File: config.mk
export PLATFORM = sky130hd
export DESIGN_NAME = dma_pins_top
export DESIGN_NICKNAME = d
export VERILOG_FILES = /design/src/dma_pins_pkg.sv /design/src/tx_skid_buffer.sv /design/src/dma_pins_top.sv
export SDC_FILE = /design/constraint.sdc
export NUM_CORES = 1
export LEC_CHECK = 0
export BUFFER_PORTS_ARGS = -buffer_cell sky130_fd_sc_hd__buf_2
export CAP_MARGIN = 5
export CORE_ASPECT_RATIO = 0.6
export CORE_MARGIN = 2
export CORE_UTILIZATION = 60
export DETAILED_ROUTE_END_ITERATION = 8
export PLACE_DENSITY = 0.79
export SYNTH_ARGS = -nofsm -noshare
export SYNTH_HDL_FRONTEND = slang
export SYNTH_SLANG_ARGS = --single-unit
File: constraint.sdc
create_clock -name pclk -period 4.32 [get_ports pclk]
set_input_delay 0.864 -clock pclk [delete_from_list [all_inputs] [get_ports pclk]]
set_output_delay 0.864 -clock pclk [all_outputs]
set_load 0.005 [all_outputs]
File: src/dma_pins_pkg.sv
// Purpose: shared constants for the dma request and modem output block
// Assumes: apb with 32-bit data, one aligned word per register
// Notes:   byte address of a register is four times its index
package dma_pins_pkg;

  // ==========================================================================
  // register indices and byte addresses
  localparam logic [2:0] IDX_DATA   = 3'h0;
  localparam logic [2:0] IDX_FIFO   = 3'h2;
  localparam logic [2:0] IDX_MODEM  = 3'h4;
  localparam logic [2:0] IDX_STATUS = 3'h5;
  localparam logic [7:0] ADDR_DATA   = {3'h0, IDX_DATA, 2'h0};
  localparam logic [7:0] ADDR_FIFO   = {3'h0, IDX_FIFO, 2'h0};
  localparam logic [7:0] ADDR_MODEM  = {3'h0, IDX_MODEM, 2'h0};
  localparam logic [7:0] ADDR_STATUS = {3'h0, IDX_STATUS, 2'h0};

  // ==========================================================================
  // fifo_control_reg fields
  localparam int FCR_EN_BIT    = 0;
  localparam int FCR_RXCLR_BIT = 1;
  localparam int FCR_TXCLR_BIT = 2;
  localparam int FCR_DMA_BIT   = 3;
  localparam int FCR_TRIG_LSB  = 6;
  localparam logic [7:0] FCR_RESET = 8'h00;
  localparam logic [7:0] FCR_KEEP  = 8'hc9;

  // ==========================================================================
  // modem_control_reg fields
  localparam int MCR_RTS_BIT  = 1;
  localparam int MCR_LOOP_BIT = 4;
  localparam logic [7:0] MCR_RESET = 8'h00;
  localparam logic [7:0] MCR_KEEP  = 8'h1f;

  // ==========================================================================
  // status register fields
  localparam int ST_RXCNT_LSB = 0;
  localparam int ST_TXCNT_LSB = 8;
  localparam int ST_RXREQ_BIT = 16;
  localparam int ST_TXREQ_BIT = 17;
  localparam int ST_RTS_BIT   = 18;

  // ==========================================================================
  // fifo sizes and receive trigger levels
  localparam logic [4:0] FIFO_DEPTH = 5'h10;
  localparam logic [4:0] HOLD_DEPTH = 5'h01;
  localparam logic [4:0] TRIG_LVL0  = 5'h01;
  localparam logic [4:0] TRIG_LVL1  = 5'h04;
  localparam logic [4:0] TRIG_LVL2  = 5'h08;
  localparam logic [4:0] TRIG_LVL3  = 5'h0e;

  // master reset pin synchroniser length
  localparam int MRST_SYNC_LEN = 3;

endpackage

File: src/tx_skid_buffer.sv
// Purpose: two-entry valid/ready buffer between transmit fifo and transmitter
// Assumes: single clock, same domain on both sides
// Notes:   in_ready and out_valid come straight from flip-flops
`timescale 1ns/1ps
module tx_skid_buffer (
  input  wire logic       pclk,      // block clock
  input  wire logic       presetn,   // async reset, active low
  input  wire logic       flush,     // drop both entries
  input  wire logic       in_valid,  // word offered
  input  wire logic [7:0] in_data,   // offered word
  output logic            in_ready,  // room for a word
  output logic            out_valid, // head word present
  output logic [7:0]      out_data,  // head word
  input  wire logic       out_ready  // consumer takes head
);

  typedef struct packed {
    logic [7:0] d0;
    logic [7:0] d1;
    logic       v0;
    logic       v1;
  } skid_state_type;

  skid_state_type s_q;
  skid_state_type s_d;

  // ==========================================================================
  // next state: pop shifts slot1 forward, push fills first free slot
  always_comb begin
    s_d = s_q;
    if (s_q.v0 && out_ready) begin
      s_d.d0 = s_q.d1;
      s_d.v0 = s_q.v1;
      s_d.v1 = 1'b0;
    end
    if (in_valid && !s_q.v1) begin
      if (!s_d.v0) begin
        s_d.d0 = in_data;
        s_d.v0 = 1'b1;
      end else begin
        s_d.d1 = in_data;
        s_d.v1 = 1'b1;
      end
    end
    if (flush) begin
      s_d.v0 = 1'b0;
      s_d.v1 = 1'b0;
    end
  end

  always_ff @(posedge pclk or negedge presetn) begin
    if (!presetn) begin
      s_q <= '0;
    end else begin
      s_q <= s_d;
    end
  end

  assign in_ready  = !s_q.v1;
  assign out_valid = s_q.v0;
  assign out_data  = s_q.d0;

endmodule

File: src/dma_pins_top.sv
// Purpose: dma request, request-to-send and serial idle outputs of a fifo uart
// Assumes: apb slave on pclk; receiver and transmitter logic share pclk
// Notes:   master_reset is an asynchronous pin, synchronised before use
//
// The placing of the registers and the APB register port were left to the implementer.
`timescale 1ns/1ps
module dma_pins_top
  import dma_pins_pkg::*;
(
  input  wire logic        pclk,             // 250 mhz block clock
  input  wire logic        presetn,          // async reset, active low
  input  wire logic [7:0]  paddr,            // apb byte address
  input  wire logic        psel,             // apb select
  input  wire logic        penable,          // apb access phase
  input  wire logic        pwrite,           // apb write
  input  wire logic [31:0] pwdata,           // apb write data
  input  wire logic [3:0]  pstrb,            // apb byte strobes
  output logic [31:0]      prdata,           // apb read data
  output logic             pready,           // apb ready
  output logic             pslverr,          // apb error, unmapped address or status write
  input  wire logic        master_reset,     // master reset pin, active high
  input  wire logic        rx_char_valid,    // receiver offers a character
  input  wire logic [7:0]  rx_char_data,     // received character
  output logic             rx_char_ready,    // receive fifo takes a character
  input  wire logic        rx_timeout,       // receive time-out pulse
  output logic             tx_char_valid,    // character for transmitter
  output logic [7:0]       tx_char_data,     // character for transmitter
  input  wire logic        tx_char_ready,    // transmitter takes character
  input  wire logic        tx_line_level,    // serialiser line level
  output logic             serial_tx,        // serial transmit output
  output logic             rts_n,            // request to send, active low
  output logic             rx_dma_request_n, // receive dma request, active low
  output logic             tx_dma_request_n  // transmit dma request, active low
);

  typedef struct packed {
    logic [MRST_SYNC_LEN-1:0] mrst_sync;
    logic                     mrst_q;
    logic [7:0]               fifo_control_reg;
    logic [7:0]               modem_control_reg;
    logic [15:0][7:0]         rx_mem;
    logic [3:0]               rx_wr;
    logic [3:0]               rx_rd;
    logic [4:0]               rx_cnt;
    logic [15:0][7:0]         tx_mem;
    logic [3:0]               tx_wr;
    logic [3:0]               tx_rd;
    logic [4:0]               tx_cnt;
    logic                     rx_latch;
    logic                     rx_req_n;
    logic                     tx_req_n;
    logic                     rts_n;
    logic                     txd;
    logic                     rx_ready;
    logic                     flush_tx;
    logic                     pready;
    logic                     pslverr;
    logic                     pop_pend;
    logic [31:0]              prdata;
  } state_type;

  // reset image: outputs at their inactive levels, fifos empty
  function automatic state_type reset_image();
    state_type r;
    r          = '0;
    r.fifo_control_reg      = FCR_RESET;
    r.modem_control_reg      = MCR_RESET;
    r.rx_req_n = 1'b1;
    r.tx_req_n = 1'b1;
    r.rts_n    = 1'b1;
    r.txd      = 1'b1;
    return r;
  endfunction

  state_type s_q;
  state_type s_d;

  logic buf_in_ready;

  // ==========================================================================
  // transmit buffer: a stall by the transmitter backs up into the tx fifo
  tx_skid_buffer u_tx_buf (
    .pclk      (pclk),
    .presetn   (presetn),
    .flush     (s_q.flush_tx),
    .in_valid  (s_q.tx_cnt != 5'h00),
    .in_data   (s_q.tx_mem[s_q.tx_rd]),
    .in_ready  (buf_in_ready),
    .out_valid (tx_char_valid),
    .out_data  (tx_char_data),
    .out_ready (tx_char_ready)
  );

  // ==========================================================================
  // next state
  always_comb begin
    logic       prep;
    logic       access;
    logic       fifo_on;
    logic       mode1;
    logic [4:0] cap;
    logic [4:0] trig;
    logic       rx_push;
    logic       rx_pop;
    logic       tx_push;
    logic       tx_pop;
    logic       rx_flush;
    logic       tx_flush;
    logic [7:0] new_fcr;
    prep     = 1'b0;
    access   = 1'b0;
    fifo_on  = 1'b0;
    mode1    = 1'b0;
    cap      = HOLD_DEPTH;
    trig     = TRIG_LVL0;
    rx_push  = 1'b0;
    rx_pop   = 1'b0;
    tx_push  = 1'b0;
    tx_pop   = 1'b0;
    rx_flush = 1'b0;
    tx_flush = 1'b0;
    new_fcr  = s_q.fifo_control_reg;
    s_d      = s_q;

    // master reset pin: first stage read only by the second
    // a pulse shorter than two edges is ignored; hold the pin four edges
    s_d.mrst_sync = {s_q.mrst_sync[MRST_SYNC_LEN-2:0], master_reset};
    if (s_q.mrst_sync[2] == s_q.mrst_sync[1]) begin
      s_d.mrst_q = s_q.mrst_sync[2];
    end

    // apb: prep cycle loads answer, ready edge commits the access
    prep   = psel && penable && !s_q.pready;
    access = psel && penable && s_q.pready;
    s_d.pready   = prep;
    s_d.flush_tx = 1'b0;
    if (prep) begin
      s_d.prdata   = '0;
      s_d.pslverr  = 1'b0;
      s_d.pop_pend = 1'b0;
      if (paddr == ADDR_DATA) begin
        if (!pwrite) begin
          s_d.prdata[7:0] = s_q.rx_mem[s_q.rx_rd];
          // the pop is only noted here; it lands at the ready edge
          s_d.pop_pend    = s_q.rx_cnt != 5'h00;
        end
      end else if (paddr == ADDR_FIFO) begin
        s_d.prdata[7:0] = s_q.fifo_control_reg;
      end else if (paddr == ADDR_MODEM) begin
        s_d.prdata[7:0] = s_q.modem_control_reg;
      end else if (paddr == ADDR_STATUS) begin
        s_d.prdata[ST_RXCNT_LSB +: 5] = s_q.rx_cnt;
        s_d.prdata[ST_TXCNT_LSB +: 5] = s_q.tx_cnt;
        s_d.prdata[ST_RXREQ_BIT]      = s_q.rx_req_n;
        s_d.prdata[ST_TXREQ_BIT]      = s_q.tx_req_n;
        s_d.prdata[ST_RTS_BIT]        = s_q.rts_n;
        // status is read-only, so a write there is answered with an error
        s_d.pslverr                   = pwrite;
      end else begin
        s_d.pslverr = 1'b1;
      end
    end

    // transmit fifo room is judged by the mode that stood before this edge
    fifo_on = s_q.fifo_control_reg[FCR_EN_BIT];
    cap     = fifo_on ? FIFO_DEPTH : HOLD_DEPTH;

    // register writes take effect only at the ready edge
    if (access && pwrite && pstrb[0]) begin
      if (paddr == ADDR_FIFO) begin
        // toggling fifo_enable empties both fifos; the tx buffer flushes one edge later, so its head character can still go out
        new_fcr  = pwdata[7:0] & FCR_KEEP;
        rx_flush = pwdata[FCR_RXCLR_BIT] || (new_fcr[FCR_EN_BIT] != fifo_on);
        tx_flush = pwdata[FCR_TXCLR_BIT] || (new_fcr[FCR_EN_BIT] != fifo_on);
        s_d.fifo_control_reg  = new_fcr;
      end else if (paddr == ADDR_MODEM) begin
        s_d.modem_control_reg = pwdata[7:0] & MCR_KEEP;
      end else if (paddr == ADDR_DATA) begin
        // a word written to a full fifo is dropped; software watches the request
        tx_push = s_q.tx_cnt < cap;
      end
    end
    rx_pop  = access && s_q.pop_pend;
    rx_push = rx_char_valid && s_q.rx_ready;
    // the fifo feeds the buffer whenever a slot is free
    tx_pop  = (s_q.tx_cnt != 5'h00) && buf_in_ready;

    // receive fifo
    if (rx_push) begin
      s_d.rx_mem[s_q.rx_wr] = rx_char_data;
      s_d.rx_wr             = s_q.rx_wr + 4'h1;
    end
    if (rx_pop) begin
      s_d.rx_rd = s_q.rx_rd + 4'h1;
    end
    s_d.rx_cnt = s_q.rx_cnt + {4'h0, rx_push} - {4'h0, rx_pop};
    if (rx_flush) begin
      s_d.rx_wr  = 4'h0;
      s_d.rx_rd  = 4'h0;
      s_d.rx_cnt = 5'h00;
    end
    // ready is the registered image of room after this cycle
    s_d.rx_ready = s_d.rx_cnt < (new_fcr[FCR_EN_BIT] ? FIFO_DEPTH : HOLD_DEPTH);

    // transmit fifo
    if (tx_push) begin
      s_d.tx_mem[s_q.tx_wr] = pwdata[7:0];
      s_d.tx_wr             = s_q.tx_wr + 4'h1;
    end
    if (tx_pop) begin
      s_d.tx_rd = s_q.tx_rd + 4'h1;
    end
    s_d.tx_cnt = s_q.tx_cnt + {4'h0, tx_push} - {4'h0, tx_pop};
    if (tx_flush) begin
      s_d.tx_wr    = 4'h0;
      s_d.tx_rd    = 4'h0;
      s_d.tx_cnt   = 5'h00;
      s_d.flush_tx = 1'b1;
    end

    // mode and trigger follow the control value that stands after this edge,
    // so a request never lags a fifo_control_reg write by a cycle
    mode1 = new_fcr[FCR_EN_BIT] && new_fcr[FCR_DMA_BIT];
    case (new_fcr[FCR_TRIG_LSB +: 2])
      2'h0: trig = TRIG_LVL0;
      2'h1: trig = TRIG_LVL1;
      2'h2: trig = TRIG_LVL2;
      default: trig = TRIG_LVL3;
    endcase

    // receive request: mode 1 latches at trigger or time-out until empty
    if (s_d.rx_cnt == 5'h00) begin
      s_d.rx_latch = 1'b0;
    end else if ((s_d.rx_cnt >= trig) || rx_timeout) begin
      s_d.rx_latch = 1'b1;
    end
    if (mode1) begin
      s_d.rx_req_n = !s_d.rx_latch;
    end else begin
      s_d.rx_req_n = s_d.rx_cnt == 5'h00;
    end

    // transmit request
    // only the fifo is counted; the two buffer slots are invisible here
    if (mode1) begin
      s_d.tx_req_n = s_d.tx_cnt >= FIFO_DEPTH;
    end else begin
      s_d.tx_req_n = s_d.tx_cnt != 5'h00;
    end

    // rts is an output; only the status register read (ST_RTS_BIT) reads it back
    s_d.rts_n = !(s_d.modem_control_reg[MCR_RTS_BIT] && !s_d.modem_control_reg[MCR_LOOP_BIT]);
    // loopback keeps the line at mark so the far end sees idle
    s_d.txd   = s_d.modem_control_reg[MCR_LOOP_BIT] ? 1'b1 : tx_line_level;

    // synchronised master reset overrides all but the synchroniser and the apb answer registers; a read answers zero with no error
    if (s_q.mrst_q) begin
      s_d           = reset_image();
      s_d.mrst_sync = {s_q.mrst_sync[MRST_SYNC_LEN-2:0], master_reset};
      s_d.mrst_q    = s_q.mrst_sync[2] == s_q.mrst_sync[1] ?
                      s_q.mrst_sync[2] : s_q.mrst_q;
      s_d.flush_tx  = 1'b1;
      s_d.pready    = prep;
      s_d.prdata    = prep ? 32'h0000_0000 : s_q.prdata;
      s_d.pslverr   = 1'b0;
    end
  end

  // ==========================================================================
  // state register
  // both resets load reset_image, so the rts, serial and dma request outputs match whichever came last
  always_ff @(posedge pclk or negedge presetn) begin
    if (!presetn) begin
      s_q <= reset_image();
    end else begin
      s_q <= s_d;
    end
  end

  assign prdata           = s_q.prdata;
  assign pready           = s_q.pready;
  assign pslverr          = s_q.pslverr;
  assign rx_char_ready    = s_q.rx_ready;
  assign serial_tx        = s_q.txd;
  assign rts_n            = s_q.rts_n;
  assign rx_dma_request_n = s_q.rx_req_n;
  assign tx_dma_request_n = s_q.tx_req_n;

endmodule

==> results.json <==
{
  "setup_tns_ns": 0,
  "power.density_mw_per_mm2": 424,
  "cts-buffers-inserted": 31,
  "drt_iter0_markers": 1511,
  "crit_family": "adder cells",
  "critPathMaxStageDelay_ns": 0.44,
  "critPathLaunch": "pready",
  "layout_setup_ws_ns": 0.900,
  "crit_path_top_delay_cell": "fa_1",
  "clock_power_share_pct": 35.3,
  "slew_violations": 0,
  "cp_data_required_time_ns": 4.76,
  "grt_overflow_total": 0,
  "tightest_slew_ns": 1.16,
  "maxSlewHeadroom_pct": 22.5,
  "crit_path_frequent_cell": "ha_1",
  "rows": 48,
  "dr.pass1.iters": 7,
  "cp.arrival_ns": 3.86,
  "dieArea_mm2": 0.0304,
  "setup_viol": 0,
  "swShare_pct": 30.7,
  "fill_cells": 2127,
  "clock-skew-final_ns": 0.0241,
  "peakVddDrop_mv": 0.341,
  "cts_hold_buf": 0,
  "port_buffers": 66,
  "antenna_found_initial": 1,
  "tritoncts": "done",
  "internal-power_mw": 5.51,
  "yosysWarningCount": 0,
  "fmax_mhz": 292,
  "synth-seq-cells": 339,
  "rsz0062_at_grt": "false",
  "end_kind": "flip-flop",
  "reg2reg_depth": 13,
  "clock-root-buffer": "clkbuf_16",
  "grt_max_degree": 214,
  "wl_per_cell_um": 21.9,
  "die_h_um": 136,
  "grt_pass1_vias": 12400,
  "synth_cells": 1665,
  "cts_max_level": 1,
  "cts_resized": 0,
  "vias": 12800,
  "drv_cap": 0,
  "die_w_um": 224,
  "ff2ff_setup_slack_ns": 0.90,
  "cellLeakagePower_nw": 7.99,
  "final_cell_mix": "dfrtp_1 (331), nand2_1 (195), mux2i_1 (186), nor2_1 (175), a21oi_1 (149)",
  "synth_area_mm2": 0.0174,
  "n_antenna_cell": 0,
  "cts_sinks": 339,
  "clk_path_buf_depth": 3,
  "worstSetupPathType": "flip-flop to flip-flop",
  "pwr-share-seq_pct": 44.0,
  "cp_num_buf_inv": 1,
  "p_switching_mw": 2.44,
  "synthFlopType": "dfrtp_1",
  "dp_cells": 1978,
  "dp.final_hpwl_mm": 29.7,
  "start_util_pct": 60.7,
  "comb_power_share_pct": 20.7,
  "drtAntennaViolNets": 0,
  "mostFrequentLayoutCell": "dfrtp_1",
  "path_clk_slew_ns": 0.06,
  "area_growth_pct": 7.73,
  "grt_use_total_pct": 29.9,
  "finalNonFillerCells": 2031,
  "wl_mm": 44.5,
  "fin_crit_ns": 3.42,
  "nets": 1730,
  "hold_violations": 0,
  "status": "finished clean",
  "io_pins": 110,
  "path_cells": "and3_1, and2_1, ha_1, inv_1, ha_1, fa_1, a21oi_1, o21bai_1, xnor2_1, nor2_1, ha_1, nor2b_1, a2111oi_0",
  "yosysSeqAreaShare_pct": 48.8,
  "cp_num_cells": 13,
  "drive_above_1_share_pct": 14.7,
  "cp-start-kind": "flip-flop",
  "via_per_inst": 6.31,
  "place_congestion": 0.889,
  "insertion_delay_ns": 0.58,
  "synth_edf_count": 0,
  "critPathMaxFanout": 5,
  "regToRegStartpoint": "pready",
  "post_cts_buffers": 0,
  "cp-endpoint": "rx_char_ready",
  "ys_types": 56,
  "grt_pass1_wl_mm": 70.6,
  "timing.rr.end": "rx_char_ready",
  "period_share_pct": 79.2,
  "synth-async-reset-ratio_pct": 100,
  "drc": 0,
  "avgSynthCellArea_um2": 10.4,
  "core-area_mm2": 0.0286,
  "dp_slack_ns": 0.400,
  "hold_path.class": "input port to asynchronous set/reset pin"
}
[routing by layer]
metal	GRT usage (%)	vias to the layer above	part of all wire [%]
met3	10.0	65	11
met1	45.8	6456	46
met4	5.78	2	1.8
met5	0	-	0.027
met2	41.6	597	41
li1	-	5705	-
[power groups by stage]
stage	sequential, mW	combinational [mW]	clock, mW
final	3.50	1.65	2.81
after CTS	3.49	1.63	2.85
after detailed placement	3.55	1.61	0
after global routing	3.51	1.81	2.96
after floorplan	3.43	1.25	0
after global placement	3.54	1.55	0
[cells in the mapped netlist (2+ instances only)]
library cell,instances,area [um^2]
a211oi_1,2,15.0
a21o_1,10,75.1
a21oi_1,149,746
a221oi_1,16,140
a22o_1,8,70.1
a22oi_1,10,75.1
a31oi_1,3,18.8
and2_1,6,37.5
and3_1,4,25.0
and4_1,2,17.5
buf_1,13,48.8
buf_2,12,60.1
buf_4,43,323
clkbuf_1,104,390
dfrtp_1,335,8380
dfstp_2,4,105
fa_1,2,40.0
ha_1,30,375
inv_1,28,105
mux2_2,12,135
mux2i_1,186,1860
mux4_2,50,1130
nand2_1,195,732
nand2b_1,5,31.3
nand3_1,145,726
nand3b_1,2,15.0
nand4_1,7,43.8
nor2_1,175,657
nor2b_1,3,18.8
nor3_1,9,45.0
nor3_4,2,32.5
nor3b_1,3,22.5
nor4_1,4,25.0
nor4_4,17,362
nor4b_1,2,17.5
o21ai_0,16,80.1
o21ai_1,7,35.0
o21bai_1,2,15.0
o22a_1,3,26.3
or2_2,4,25.0
xnor2_1,15,131
xor2_1,6,52.6
[cells by family (layout without fill, tap and decap cells)]
family | count (synthesis) | count (layout) | synth area share (%)
AND/OR/NAND/NOR | 588 | 588 | 16.4
flip-flops | 339 | 339 | 48.8
multiplexers | 248 | 248 | 18.0
AO/OA/AOI/OAI | 233 | 233 | 7.78
buffers and inverters | 202 | 178 | 5.51
adder cells (fa/ha/maj) | 33 | 33 | 2.45
XOR/XNOR | 21 | 21 | 1.06
other | 1 | 16 | 0.0216
[area by class of cell]
class	count	area [um^2]	area share [%]
flip-flops and latches	339	8500	45.3
multi-input cells	1139	8040	42.9
clock buffers	41	853	4.55
repair buffers	97	611	3.26
well taps	375	469	2.50
clock inverters	12	160	0.855
inverters	28	105	0.561
[through the flow]
| step | total power, mW | util, % | hold slack [ns] | cell area, um^2 |
|---|---|---|---|---|
| after floorplan | 4.67 | - | 0.331 | 17400 |
| after global placement | 5.10 | 61.9 | 0.337 | 17700 |
| after detailed placement | 5.16 | 61.9 | 0.336 | 17700 |
| after CTS | 7.96 | 65.4 | 0.236 | 18700 |
| after global routing | 8.28 | 65.4 | 0.252 | 18700 |
| final | 7.95 | 65.4 | 0.224 | 18700 |
[worst min path at each step]
stage,end,start,depth (start not counted),slack (ns)
final,s_q[132],presetn,1,0.22
after global routing,s_q[132],presetn,1,0.25
after CTS,s_q[137],presetn,1,0.24
after detailed placement,s_q[342],s_q[341],0,0.34
after global placement,s_q[342],s_q[341],0,0.34
after floorplan,s_q[342],s_q[341],0,0.33
[sequential cells by signal, summed over array words and instances (netlist names)]
name	count
pslverr	1
serial_tx	1
rx_char_ready	1
s_q	298
u_tx_buf.s_q	9
u_tx_buf.out_data	8
prdata	16
u_tx_buf.out_valid	1
tx_dma_request_n	1
rts_n	1
pready	1
rx_dma_request_n	1
Power figures use the tool's default switching activity.
